==> config.mk <==
export PLATFORM = sky130hd
export DESIGN_NAME = acs_top
export DESIGN_NICKNAME = d
export VERILOG_FILES = /design/src/design/acs_pkg.sv /design/src/design/acs_top.sv /design/src/design/acs_bit_clock.sv /design/src/design/acs_sar.sv
export SDC_FILE = /design/constraint.sdc
export NUM_CORES = 1
export LEC_CHECK = 0
export BUFFER_PORTS_ARGS = -buffer_cell sky130_fd_sc_hd__buf_2
export CAP_MARGIN = 0
export CORE_MARGIN = 10
export CORE_UTILIZATION = 40
export DETAILED_ROUTE_END_ITERATION = 12
export SLEW_MARGIN = 40
export SYNTH_ARGS = -nofsm -noshare
export SYNTH_HDL_FRONTEND = slang
export SYNTH_HIERARCHICAL = 1
export SYNTH_SLANG_ARGS = --single-unit
==> constraint.sdc <==
create_clock -name pclk -period 8.05 [get_ports pclk]
set_input_delay 2.415 -clock pclk [delete_from_list [all_inputs] [get_ports pclk]]
set_output_delay 2.415 -clock pclk [all_outputs]
set_load 0.01 [all_outputs]
==> src/design/acs_pkg.sv <==
package acs_pkg;

  // ==========================================================
  // Timing
  localparam int CLK_PERIOD_NS = 40;
  localparam int INSTR_CYCLE_NS = 160;
  localparam int TCY_CYCLES = (INSTR_CYCLE_NS + CLK_PERIOD_NS - 1) / CLK_PERIOD_NS;
  localparam int RC_PERIOD_NS = 1000;
  localparam int RC_CYCLES = RC_PERIOD_NS / CLK_PERIOD_NS;
  localparam int CONV_BIT_PERIODS = 11;
  localparam int RESULT_BITS = 10;
  localparam int NUM_INPUTS = 13;

  // ==========================================================
  // Register byte offsets
  localparam logic [7:0] OFF_CTRL = 8'h00;
  localparam logic [7:0] OFF_PORT_REF = 8'h04;
  localparam logic [7:0] OFF_TIMING = 8'h08;
  localparam logic [7:0] OFF_RES_HIGH = 8'h0c;
  localparam logic [7:0] OFF_RES_LOW = 8'h10;
  localparam logic [7:0] OFF_IRQ_STATUS = 8'h14;
  localparam logic [7:0] OFF_IRQ_CLEAR = 8'h18;
  localparam logic [7:0] OFF_IRQ_ENABLE = 8'h1c;

  // ==========================================================
  // Field positions, masks and reset values
  localparam int CTRL_ON_BIT = 0;
  localparam int CTRL_GO_BIT = 1;
  localparam int CTRL_CHAN_LSB = 2;
  localparam int NEG_REF_BIT = 5;
  localparam int POS_REF_BIT = 4;
  localparam int JUSTIFY_BIT = 7;
  localparam int ACQ_LSB = 3;
  localparam int CLKSEL_LSB = 0;
  localparam logic [7:0] PORT_REF_WMASK = 8'h3f;
  localparam logic [7:0] TIMING_WMASK = 8'hbf;
  localparam logic [7:0] REG_RESET = 8'h00;
  localparam logic [3:0] PORT_CFG_FUSE_SET = 4'h0;
  localparam logic [3:0] PORT_CFG_FUSE_CLEAR = 4'h7;
  localparam logic [3:0] PORT_CFG_ALL_ANALOG_MAX = 4'h2;
  localparam logic [2:0] CLK_RC_A = 3'h3;
  localparam logic [2:0] CLK_RC_B = 3'h7;

  // Analog-side control bundle
  typedef struct packed {
    logic neg_ref_select;
    logic pos_ref_select;
    logic [NUM_INPUTS-1:0] analog_pin_enable;
    logic sample_enable;
    logic [RESULT_BITS-1:0] trial_code;
  } acs_analog_type;

  // Acquisition length in bit periods
  function automatic logic [4:0] acs_acq_periods(input logic [2:0] code);
    logic [4:0] p;
    p = 5'h00;
    unique case (code)
      3'h0: p = 5'h00;
      3'h1: p = 5'h02;
      3'h2: p = 5'h04;
      3'h3: p = 5'h06;
      3'h4: p = 5'h08;
      3'h5: p = 5'h0c;
      3'h6: p = 5'h10;
      3'h7: p = 5'h14;
    endcase
    return p;
  endfunction

  // Clock cycles per bit period, minus one
  function automatic logic [6:0] acs_div_last(input logic [2:0] sel);
    logic [6:0] d;
    d = 7'(RC_CYCLES - 1);
    unique case (sel)
      3'h0: d = 7'h01;
      3'h1: d = 7'h07;
      3'h2: d = 7'h1f;
      3'h4: d = 7'h03;
      3'h5: d = 7'h0f;
      3'h6: d = 7'h3f;
      3'h3, 3'h7: d = 7'(RC_CYCLES - 1);
    endcase
    return d;
  endfunction

endpackage

==> src/design/acs_top.sv <==
// The APB interface to the registers and the address map are this design's own decisions.
`timescale 1ns/1ps
`default_nettype none
// Contract
// RQ1 - Negative reference select routes the external negative pin when 1, ground when 0.
// RQ2 - Positive reference select routes the external positive pin when 1, supply when 0.
// RQ3 - Codes 0 to 2 leave all 13 inputs analog; each higher code makes one more digital.
// RQ4 - After power-on the port field loads 0000 if the default fuse is 1, else 0111.
// RQ5 - Unimplemented bits ignore writes and read as zero.
// RQ6 - Acquisition code 7 down to 0 gives 20,16,12,8,6,4,2,0 bit periods.
// RQ7 - Clock select picks oscillator divided by 2,8,32,4,16,64 or the RC clock.
// RQ8 - With the RC clock the start of conversion waits one instruction cycle.
// RQ9 - Conversions run in sleep only on the RC clock.
// RQ10 - Reset restores all registers, turns the converter off and aborts a conversion.
// RQ11 - On completion the result loads, go clears and the done flag sets.
// RQ12 - The result is built by successive approximation, one bit per bit period.
// RQ13 - Justify bit set puts the result low, clear puts it high, zero-filled.
// RQ14 - Go reads 1 while busy; the enable bit powers the converter.
// RQ15 - Nonzero acquisition code samples then converts; zero converts at once.
// RQ16 - A conversion takes exactly eleven bit periods.
// RQ17 - After completion the selected channel is sampled again.
module acs_top
  import acs_pkg::*;
(
  // Clock and reset
  input wire logic pclk,
  input wire logic presetn,
  // APB slave
  input wire logic psel,
  input wire logic penable,
  input wire logic pwrite,
  input wire logic [7:0] paddr,
  input wire logic [31:0] pwdata,
  output logic [31:0] prdata,
  output logic pready,
  output logic pslverr,
  // Device status
  input wire logic port_analog_default_fuse,
  input wire logic sleep_mode,
  // Analog core
  input wire logic comp_above,
  output acs_analog_type analog,
  output logic [3:0] channel_select,
  // Interrupt
  output logic irq
);

  // ==========================================================
  // Types and storage
  typedef enum logic [1:0] {ST_IDLE, ST_RCWAIT, ST_ACQ, ST_CONV} acs_state_type;

  acs_state_type state;
  acs_state_type next_state;
  logic converter_on;
  logic [3:0] chan;
  logic [7:0] port_ref;
  logic [7:0] timing;
  logic [7:0] result_high;
  logic [7:0] result_low;
  logic conversion_done_flag;
  logic done_enable;
  logic por_loaded;
  logic [4:0] acq_count;
  logic [2:0] wait_count;
  logic tick;
  logic sar_done;
  logic [RESULT_BITS-1:0] sar_result;
  logic [RESULT_BITS-1:0] sar_trial;

  // ==========================================================
  // APB decode
  wire logic setup = psel && !penable;
  wire logic access = psel && penable;
  wire logic wr = access && pwrite;
  wire logic hit_ctrl = paddr == OFF_CTRL;
  wire logic hit_port = paddr == OFF_PORT_REF;
  wire logic hit_time = paddr == OFF_TIMING;
  wire logic hit_rhi = paddr == OFF_RES_HIGH;
  wire logic hit_rlo = paddr == OFF_RES_LOW;
  wire logic hit_stat = paddr == OFF_IRQ_STATUS;
  wire logic hit_clr = paddr == OFF_IRQ_CLEAR;
  wire logic hit_en = paddr == OFF_IRQ_ENABLE;
  wire logic hit_any = hit_ctrl | hit_port | hit_time | hit_rhi | hit_rlo
                       | hit_stat | hit_clr | hit_en;

  // Zero wait states: ready for the whole access phase
  assign pready = access;
  assign pslverr = access && !hit_any;

  // Field views
  wire logic busy = state != ST_IDLE;
  wire logic [2:0] clk_sel = timing[CLKSEL_LSB +: 3];
  wire logic [2:0] acq_code = timing[ACQ_LSB +: 3];
  wire logic [4:0] acq_target = acs_acq_periods(acq_code); // see RQ6
  wire logic use_rc = (clk_sel == CLK_RC_A) || (clk_sel == CLK_RC_B);
  wire logic right_justify = timing[JUSTIFY_BIT];
  wire logic [3:0] port_analog_config = port_ref[3:0];

  // Control write decode
  wire logic ctrl_wr = wr && hit_ctrl;
  wire logic next_on = pwdata[CTRL_ON_BIT];
  wire logic start_req = ctrl_wr && next_on && pwdata[CTRL_GO_BIT] && !busy;
  wire logic abort = ctrl_wr && !next_on; // see RQ14

  // Read data mux
  wire logic [7:0] ctrl_view = {2'b00, chan, busy, converter_on}; // see RQ14
  wire logic [7:0] rd_byte =
      hit_ctrl ? ctrl_view :
      hit_port ? (port_ref & PORT_REF_WMASK) : // see RQ5
      hit_time ? (timing & TIMING_WMASK) : // see RQ5
      hit_rhi ? result_high :
      hit_rlo ? result_low :
      hit_stat ? {7'h00, conversion_done_flag} :
      hit_en ? {7'h00, done_enable} : 8'h00;

  // Read data taken in the setup phase
  always_ff @(posedge pclk or negedge presetn) begin
    if (!presetn) begin
      prdata <= 32'h0000_0000;
    end else if (setup) begin
      prdata <= {24'h00_0000, rd_byte};
    end
  end

  // ==========================================================
  // Configuration registers
  always_ff @(posedge pclk or negedge presetn) begin
    if (!presetn) begin
      port_ref <= REG_RESET; // see RQ10
      timing <= REG_RESET;
      chan <= 4'h0;
      done_enable <= 1'b0;
    end else begin
      if (wr && hit_port) begin
        port_ref <= pwdata[7:0] & PORT_REF_WMASK; // see RQ5
      end else if (!por_loaded) begin
        port_ref[3:0] <= port_analog_default_fuse ?
                         PORT_CFG_FUSE_SET : PORT_CFG_FUSE_CLEAR; // see RQ4
      end
      if (wr && hit_time) begin
        timing <= pwdata[7:0] & TIMING_WMASK; // see RQ5
      end
      if (ctrl_wr) begin
        chan <= pwdata[CTRL_CHAN_LSB +: 4];
      end
      if (wr && hit_en) begin
        done_enable <= pwdata[0];
      end
    end
  end

  // Fuse is captured once after reset release
  always_ff @(posedge pclk or negedge presetn) begin
    if (!presetn) begin
      por_loaded <= 1'b0;
    end else begin
      por_loaded <= 1'b1;
    end
  end

  // Module enable
  always_ff @(posedge pclk or negedge presetn) begin
    if (!presetn) begin
      converter_on <= 1'b0; // see RQ10
    end else if (ctrl_wr) begin
      converter_on <= next_on; // see RQ14
    end
  end

  // ==========================================================
  // Sequencer
  wire logic acq_over = acq_count >= acq_target;
  wire logic rc_wait_over = wait_count >= 3'(TCY_CYCLES - 1);
  wire acs_state_type after_wait = (acq_target == 5'h00) ? ST_CONV : ST_ACQ; // see RQ15

  // Next state
  always_comb begin
    next_state = state;
    unique case (state)
      ST_IDLE: begin
        if (start_req) begin
          next_state = use_rc ? ST_RCWAIT : after_wait; // see RQ8
        end
      end
      ST_RCWAIT: begin
        if (rc_wait_over) begin
          next_state = after_wait; // see RQ8
        end
      end
      ST_ACQ: begin
        if (acq_over) begin
          next_state = ST_CONV; // see RQ15
        end
      end
      ST_CONV: begin
        if (sar_done) begin
          next_state = ST_IDLE; // see RQ17
        end
      end
    endcase
    if (abort) begin
      next_state = ST_IDLE;
    end
  end

  // State register
  always_ff @(posedge pclk or negedge presetn) begin
    if (!presetn) begin
      state <= ST_IDLE; // see RQ10
    end else begin
      state <= next_state;
    end
  end

  // Acquisition and instruction-cycle counters
  always_ff @(posedge pclk or negedge presetn) begin
    if (!presetn) begin
      acq_count <= 5'h00;
      wait_count <= 3'h0;
    end else begin
      acq_count <= (state == ST_ACQ) ? acq_count + {4'h0, tick} : 5'h00;
      wait_count <= (state == ST_RCWAIT) ? wait_count + 3'h1 : 3'h0;
    end
  end

  // ==========================================================
  // Bit period clock and converter core
  acs_bit_clock u_bit_clock (
    .pclk(pclk),
    .presetn(presetn),
    .run(state == ST_ACQ || state == ST_CONV),
    .clk_select(clk_sel),
    .sleep_mode(sleep_mode),
    .tick(tick)
  );

  acs_sar u_sar (
    .pclk(pclk),
    .presetn(presetn),
    .active(state == ST_CONV),
    .tick(tick),
    .comp_above(comp_above),
    .done(sar_done),
    .result(sar_result),
    .trial_code(sar_trial)
  );

  // ==========================================================
  // Completion
  wire logic finish = sar_done && !abort;
  wire logic [15:0] right_word = {6'h00, sar_result};
  wire logic [15:0] left_word = {sar_result, 6'h00};
  wire logic [15:0] packed_word = right_justify ? right_word : left_word; // see RQ13

  // Result pair
  always_ff @(posedge pclk or negedge presetn) begin
    if (!presetn) begin
      result_high <= 8'h00;
      result_low <= 8'h00;
    end else if (finish) begin
      result_high <= packed_word[15:8]; // see RQ11
      result_low <= packed_word[7:0];
    end
  end

  // Done flag: a new completion wins over a clear
  wire logic flag_clear = wr && hit_clr && pwdata[0];

  always_ff @(posedge pclk or negedge presetn) begin
    if (!presetn) begin
      conversion_done_flag <= 1'b0;
    end else if (finish) begin
      conversion_done_flag <= 1'b1; // see RQ11
    end else if (flag_clear) begin
      conversion_done_flag <= 1'b0;
    end
  end

  assign irq = conversion_done_flag && done_enable;

  // ==========================================================
  // Analog side
  wire logic [3:0] digital_count = (port_analog_config <= PORT_CFG_ALL_ANALOG_MAX) ?
                                   4'h0 : port_analog_config - PORT_CFG_ALL_ANALOG_MAX;
  wire logic [3:0] analog_limit = 4'(NUM_INPUTS) - digital_count;

  // Lowest channels stay analog, digital pins fill in from the top
  genvar gi;
  generate
    for (gi = 0; gi < NUM_INPUTS; gi++) begin : g_pin
      assign analog.analog_pin_enable[gi] = 4'(gi) < analog_limit; // see RQ3
    end
  endgenerate

  // Reference routing, sampling and channel
  assign analog.neg_ref_select = port_ref[NEG_REF_BIT]; // see RQ1
  assign analog.pos_ref_select = port_ref[POS_REF_BIT]; // see RQ2
  assign analog.sample_enable = converter_on && (state != ST_CONV); // see RQ17
  assign analog.trial_code = sar_trial;
  assign channel_select = chan;

endmodule
`default_nettype wire

==> src/design/acs_bit_clock.sv <==
`timescale 1ns/1ps
`default_nettype none
module acs_bit_clock
  import acs_pkg::*;
(
  // Clock and reset
  input wire logic pclk,
  input wire logic presetn,
  // Control
  input wire logic run,
  input wire logic [2:0] clk_select,
  input wire logic sleep_mode,
  // Bit period strobe
  output logic tick
);

  // ==========================================================
  // Divider
  logic [6:0] count;
  wire logic is_rc = (clk_select == CLK_RC_A) || (clk_select == CLK_RC_B);
  wire logic halted = sleep_mode && !is_rc; // see RQ9
  wire logic at_last = count >= acs_div_last(clk_select); // see RQ7

  assign tick = run && !halted && at_last;

  // Counter restarts whenever the block is idle
  always_ff @(posedge pclk or negedge presetn) begin
    if (!presetn) begin
      count <= 7'h00;
    end else if (!run || tick) begin
      count <= 7'h00;
    end else if (!halted) begin
      count <= count + 7'h01;
    end
  end

endmodule
`default_nettype wire

==> src/design/acs_sar.sv <==
`timescale 1ns/1ps
`default_nettype none
module acs_sar
  import acs_pkg::*;
(
  // Clock and reset
  input wire logic pclk,
  input wire logic presetn,
  // Control
  input wire logic active,
  input wire logic tick,
  input wire logic comp_above,
  // Results
  output logic done,
  output logic [RESULT_BITS-1:0] result,
  output logic [RESULT_BITS-1:0] trial_code
);

  // ==========================================================
  // Successive approximation
  logic [3:0] step;
  logic [RESULT_BITS-1:0] bit_mask;
  wire logic deciding = tick && (step < 4'(CONV_BIT_PERIODS - 1));

  assign done = active && tick && (step == 4'(CONV_BIT_PERIODS - 1)); // see RQ16
  assign trial_code = result | bit_mask;

  // One result bit per bit period
  always_ff @(posedge pclk or negedge presetn) begin
    if (!presetn) begin
      step <= 4'h0;
      result <= '0;
      bit_mask <= '0;
    end else if (!active) begin
      step <= 4'h0;
      result <= '0;
      bit_mask <= {1'b1, {(RESULT_BITS-1){1'b0}}};
    end else if (deciding) begin
      step <= step + 4'h1;
      if (comp_above) begin
        result <= result | bit_mask; // see RQ12
      end
      bit_mask <= bit_mask >> 1;
    end
  end

endmodule
`default_nettype wire

==> results.json <==
{
  "status": "finished clean",
  "pre_cts_ws_ns": 1.96,
  "via_count": 3925,
  "clock-sinks": 86,
  "synth_top_cell_by_area": "dfrtp_1",
  "grt_use_total": 0.135,
  "die_w_microns": 133,
  "synth-edff-count": 0,
  "cts_buffer_depth": 2,
  "vdd_drop_max_v": 0.000121,
  "maxCapViolations": 0,
  "finClkSkew_ns": 0.00761,
  "wl_microns": 11900,
  "postSynthCellCount": 541,
  "slew_headroom": 0.501,
  "end_kind": "primary output",
  "die_height_microns": 133,
  "ys.flop_type": "dfrtp_1",
  "worst_slew_pin_slew_ns": 0.749,
  "finalMaxSlewViolations": 0,
  "critPathMaxFanout": 5,
  "synth_top_area_share": 0.422,
  "ys_warn_count": 6,
  "drive_gt1_frac": 0.224,
  "timing.final.ws_setup_ns": 1.93,
  "synthAdderAreaFrac": 0.0638,
  "post_drt_wl_per_cell_microns": 15.6,
  "first_global_vias": 3828,
  "ys_seq_area_frac": 0.422,
  "antenna_found_initial": 1,
  "start_util": 0.406,
  "synthArstFlopShare": 1.00,
  "drt.antenna.violating_nets": 0,
  "insertion_delay_ns": 0.34,
  "cts_buffers": 9,
  "fp.coreArea_sq_um": 12600,
  "ys_seq_elements": 86,
  "synth_xor_area_frac": 0.0120,
  "drc": 0,
  "hold_path.class": "reg -> reg",
  "syn2layout_area_growth_pct": 12.0,
  "cts.clk_slew.worst_paths_ns": 0.06,
  "cts_resized": 0,
  "power.total_mw": 1.14,
  "nNetsFinal": 662,
  "p_leak_nw": 2.70,
  "ioPinCount": 113,
  "grt_pass1_wl_microns": 19700,
  "portBuffers": 63,
  "antenna_cells": 0,
  "fin_crit_sh": 0.760,
  "setup_viol": 0,
  "max_freq_ghz": 0.163,
  "rsz0062_at_grt": "false",
  "dr.pass1.iters": 5,
  "synth_top_family_by_area": "simple AND/OR/NAND/NOR gates",
  "hpwl_microns": 8810,
  "die-area_sq_um": 17700,
  "power_density_nw_per_um2": 200,
  "post_drt_via_cell_ratio": 5.13,
  "grt_max_degree": 80,
  "cts-root-buf": "clkbuf_16",
  "synthMuxAreaShare": 0.0670,
  "synth_simple_gate_area_share": 0.207,
  "h-tree-depth": 3,
  "fin_crit_ns": 6.12,
  "start_kind": "input port",
  "arrival_ns": 3.70,
  "grt_overflow_total": 0,
  "critPathKind": "in -> out",
  "cts_tree": "yes",
  "row_count": 41,
  "drtIter0Drc": 235,
  "post-cts-setup-buffers": 0,
  "syn-cell-area_sq_um": 5100,
  "synth-compound-area-share": 0.147,
  "hold_viol": 0,
  "crit_required_ns": 5.64,
  "cts.hold.buffers_added": 0,
  "synthDistinctLibCells": 64,
  "tns_ns": 0,
  "synth_area_leaders": "dfrtp_1 42%, ha_1 6.4%, nand2_1 5.7%, buf_4 4.0%, o21ai_0 3.1%",
  "gp_congestion": 0.809,
  "synth.avg_cell_area_sq_um": 9.43
}
-- synthesized netlist by cell type, types with 2 or more instances --
library cell  count
o21ai_2          11
inv_1            20
a211oi_2          3
a211oi_1          7
o21ai_0          32
and3_1            4
dfrtp_1          86
nor3_1            3
mux2_2           14
nand3_1          28
nand4_1           5
o31ai_1           5
a32oi_1           2
or4_4             2
buf_6             3
nor3b_1           2
a31o_1            3
mux2_1            3
xnor2_1           5
and2_1           12
ha_1             26
nor2b_1           9
xor2_1            2
clkbuf_1         14
buf_2             7
nand2b_1         12
nand2_1          77
mux2i_1          15
o21ai_1          22
or2_2            13
a21oi_1          11
conb_1            2
buf_4            27
a31oi_1           7
nor2_1           18
-- worst max-delay path, stage by stage --
cell and delay (ns):
buf_2 0.11, nor3_1 0.54, nand2_1 0.28, and2_1 0.22
buf_2 0.13
-- flip-flops by register name, summed over array words and instances, names as in the netlist, 2 cells and up --
| register | cells |
|---|---|
| acq_count | 5 |
| channel_select | 4 |
| port_ref | 6 |
| prdata | 8 |
| result_high | 8 |
| result_low | 8 |
| state | 2 |
| timing | 7 |
| u_bit_clock/count | 7 |
| u_sar/bit_mask | 10 |
| u_sar/result | 10 |
| u_sar/step | 4 |
| wait_count | 3 |
-- layout by cell type (no fill, tap or decap), types with 3 or more instances in the layout --
| cell type | Yosys | layout |
|---|---|---|
| mux2i_1 | 15 | 15 |
| xnor2_1 | 5 | 5 |
| or2_2 | 13 | 13 |
| a211oi_1 | 7 | 7 |
| o31ai_1 | 5 | 5 |
| mux2_1 | 3 | 3 |
| a31oi_1 | 7 | 7 |
| and3_1 | 4 | 4 |
| nor2_1 | 18 | 18 |
| inv_1 | 20 | 20 |
| clkbuf_16 | 0 | 9 |
| nand3_1 | 28 | 28 |
| mux2_2 | 14 | 14 |
| nor3_1 | 3 | 3 |
| nand2b_1 | 12 | 12 |
| nor2b_1 | 9 | 9 |
| dfrtp_1 | 86 | 86 |
| nand2_1 | 77 | 77 |
| o21ai_0 | 32 | 32 |
| and2_1 | 12 | 12 |
| conb_1 | 2 | 25 |
| a211oi_2 | 3 | 3 |
| a21oi_1 | 11 | 11 |
| ha_1 | 26 | 26 |
| buf_2 | 7 | 62 |
| o21ai_1 | 22 | 21 |
| nand4_1 | 5 | 5 |
| o21ai_2 | 11 | 11 |
| a31o_1 | 3 | 3 |
-- layer usage --
metal | track usage | up-vias | part of all wire
li1 | - | 1928 | -
met1 | 0.182 | 1869 | 0.48
met2 | 0.198 | 122 | 0.44
met3 | 0.0492 | 6 | 0.076
met4 | 0.0385 | 0 | 0.0064
met5 | 0 | - | 0
-- where the power goes --
part	total, mW	switching [mW]	internal, mW
sequential	0.475	0.0215	0.454
combinational	0.253	0.165	0.0875
clock	0.412	0.171	0.241
-- path summary, 6_finish.rpt --
path                                    startpoint                               end  slack, ns  depth (start not counted)
setup / recovery                          paddr[7]                           pslverr       1.93                          5
hold / removal             wait_count[0]$_DFF_PN0_           wait_count[0]$_DFF_PN0_       0.46                          1
setup reg to reg             timing[1]$_DFFE_PN0P_              state[1]$_DFFE_PN0P_       4.25                         14
hold reg to reg            wait_count[0]$_DFF_PN0_           wait_count[0]$_DFF_PN0_       0.46                          1
max in group asynchronous                  presetn     u_sar/bit_mask[7]$_DFFE_PN0P_       5.22                          2
min in group asynchronous                  presetn  u_bit_clock/count[3]$_DFFE_PN0P_       1.89                          1
-- logic make-up (layout without fill, tap and decap cells) --
| logic type | after synthesis | count (layout) |
|---|---|---|
| AO/OA/AOI/OAI | 116 | 116 |
| XOR/XNOR | 7 | 7 |
| adder cells (fa/ha/maj) | 26 | 26 |
| buffers and inverters | 72 | 101 |
| flip-flops | 86 | 86 |
| multiplexers | 32 | 32 |
| other | 2 | 25 |
| AND/OR/NAND/NOR | 200 | 200 |
-- cell type report --
class / count / area [sq um]
Clock buffer: 11 / 233
Clock inverter: 5 / 57.6
Fill cell: 1201 / 6860
Inverter: 20 / 75.1
Multi-Input combinational cell: 406 / 2640
Sequential cell: 86 / 2150
Tap cell: 172 / 215
Timing Repair Buffer: 65 / 337
-- metrics by stage --
| step | instances | instance area (sq um) | hold slack, ns | utilization |
|---|---|---|---|---|
| 2_1_floorplan | 564 | 5190 | 0.432 | - |
| 3_5_place_dp | 749 | 5420 | 0.454 | 0.431 |
| 6_report | 765 | 5710 | 0.464 | 0.454 |
| 3_3_place_gp | 749 | 5410 | 0.450 | 0.430 |
| 5_1_grt | 765 | 5710 | 0.491 | 0.454 |
| 4_1_cts | 765 | 5710 | 0.463 | 0.454 |
Power figures use the tool's default switching activity.
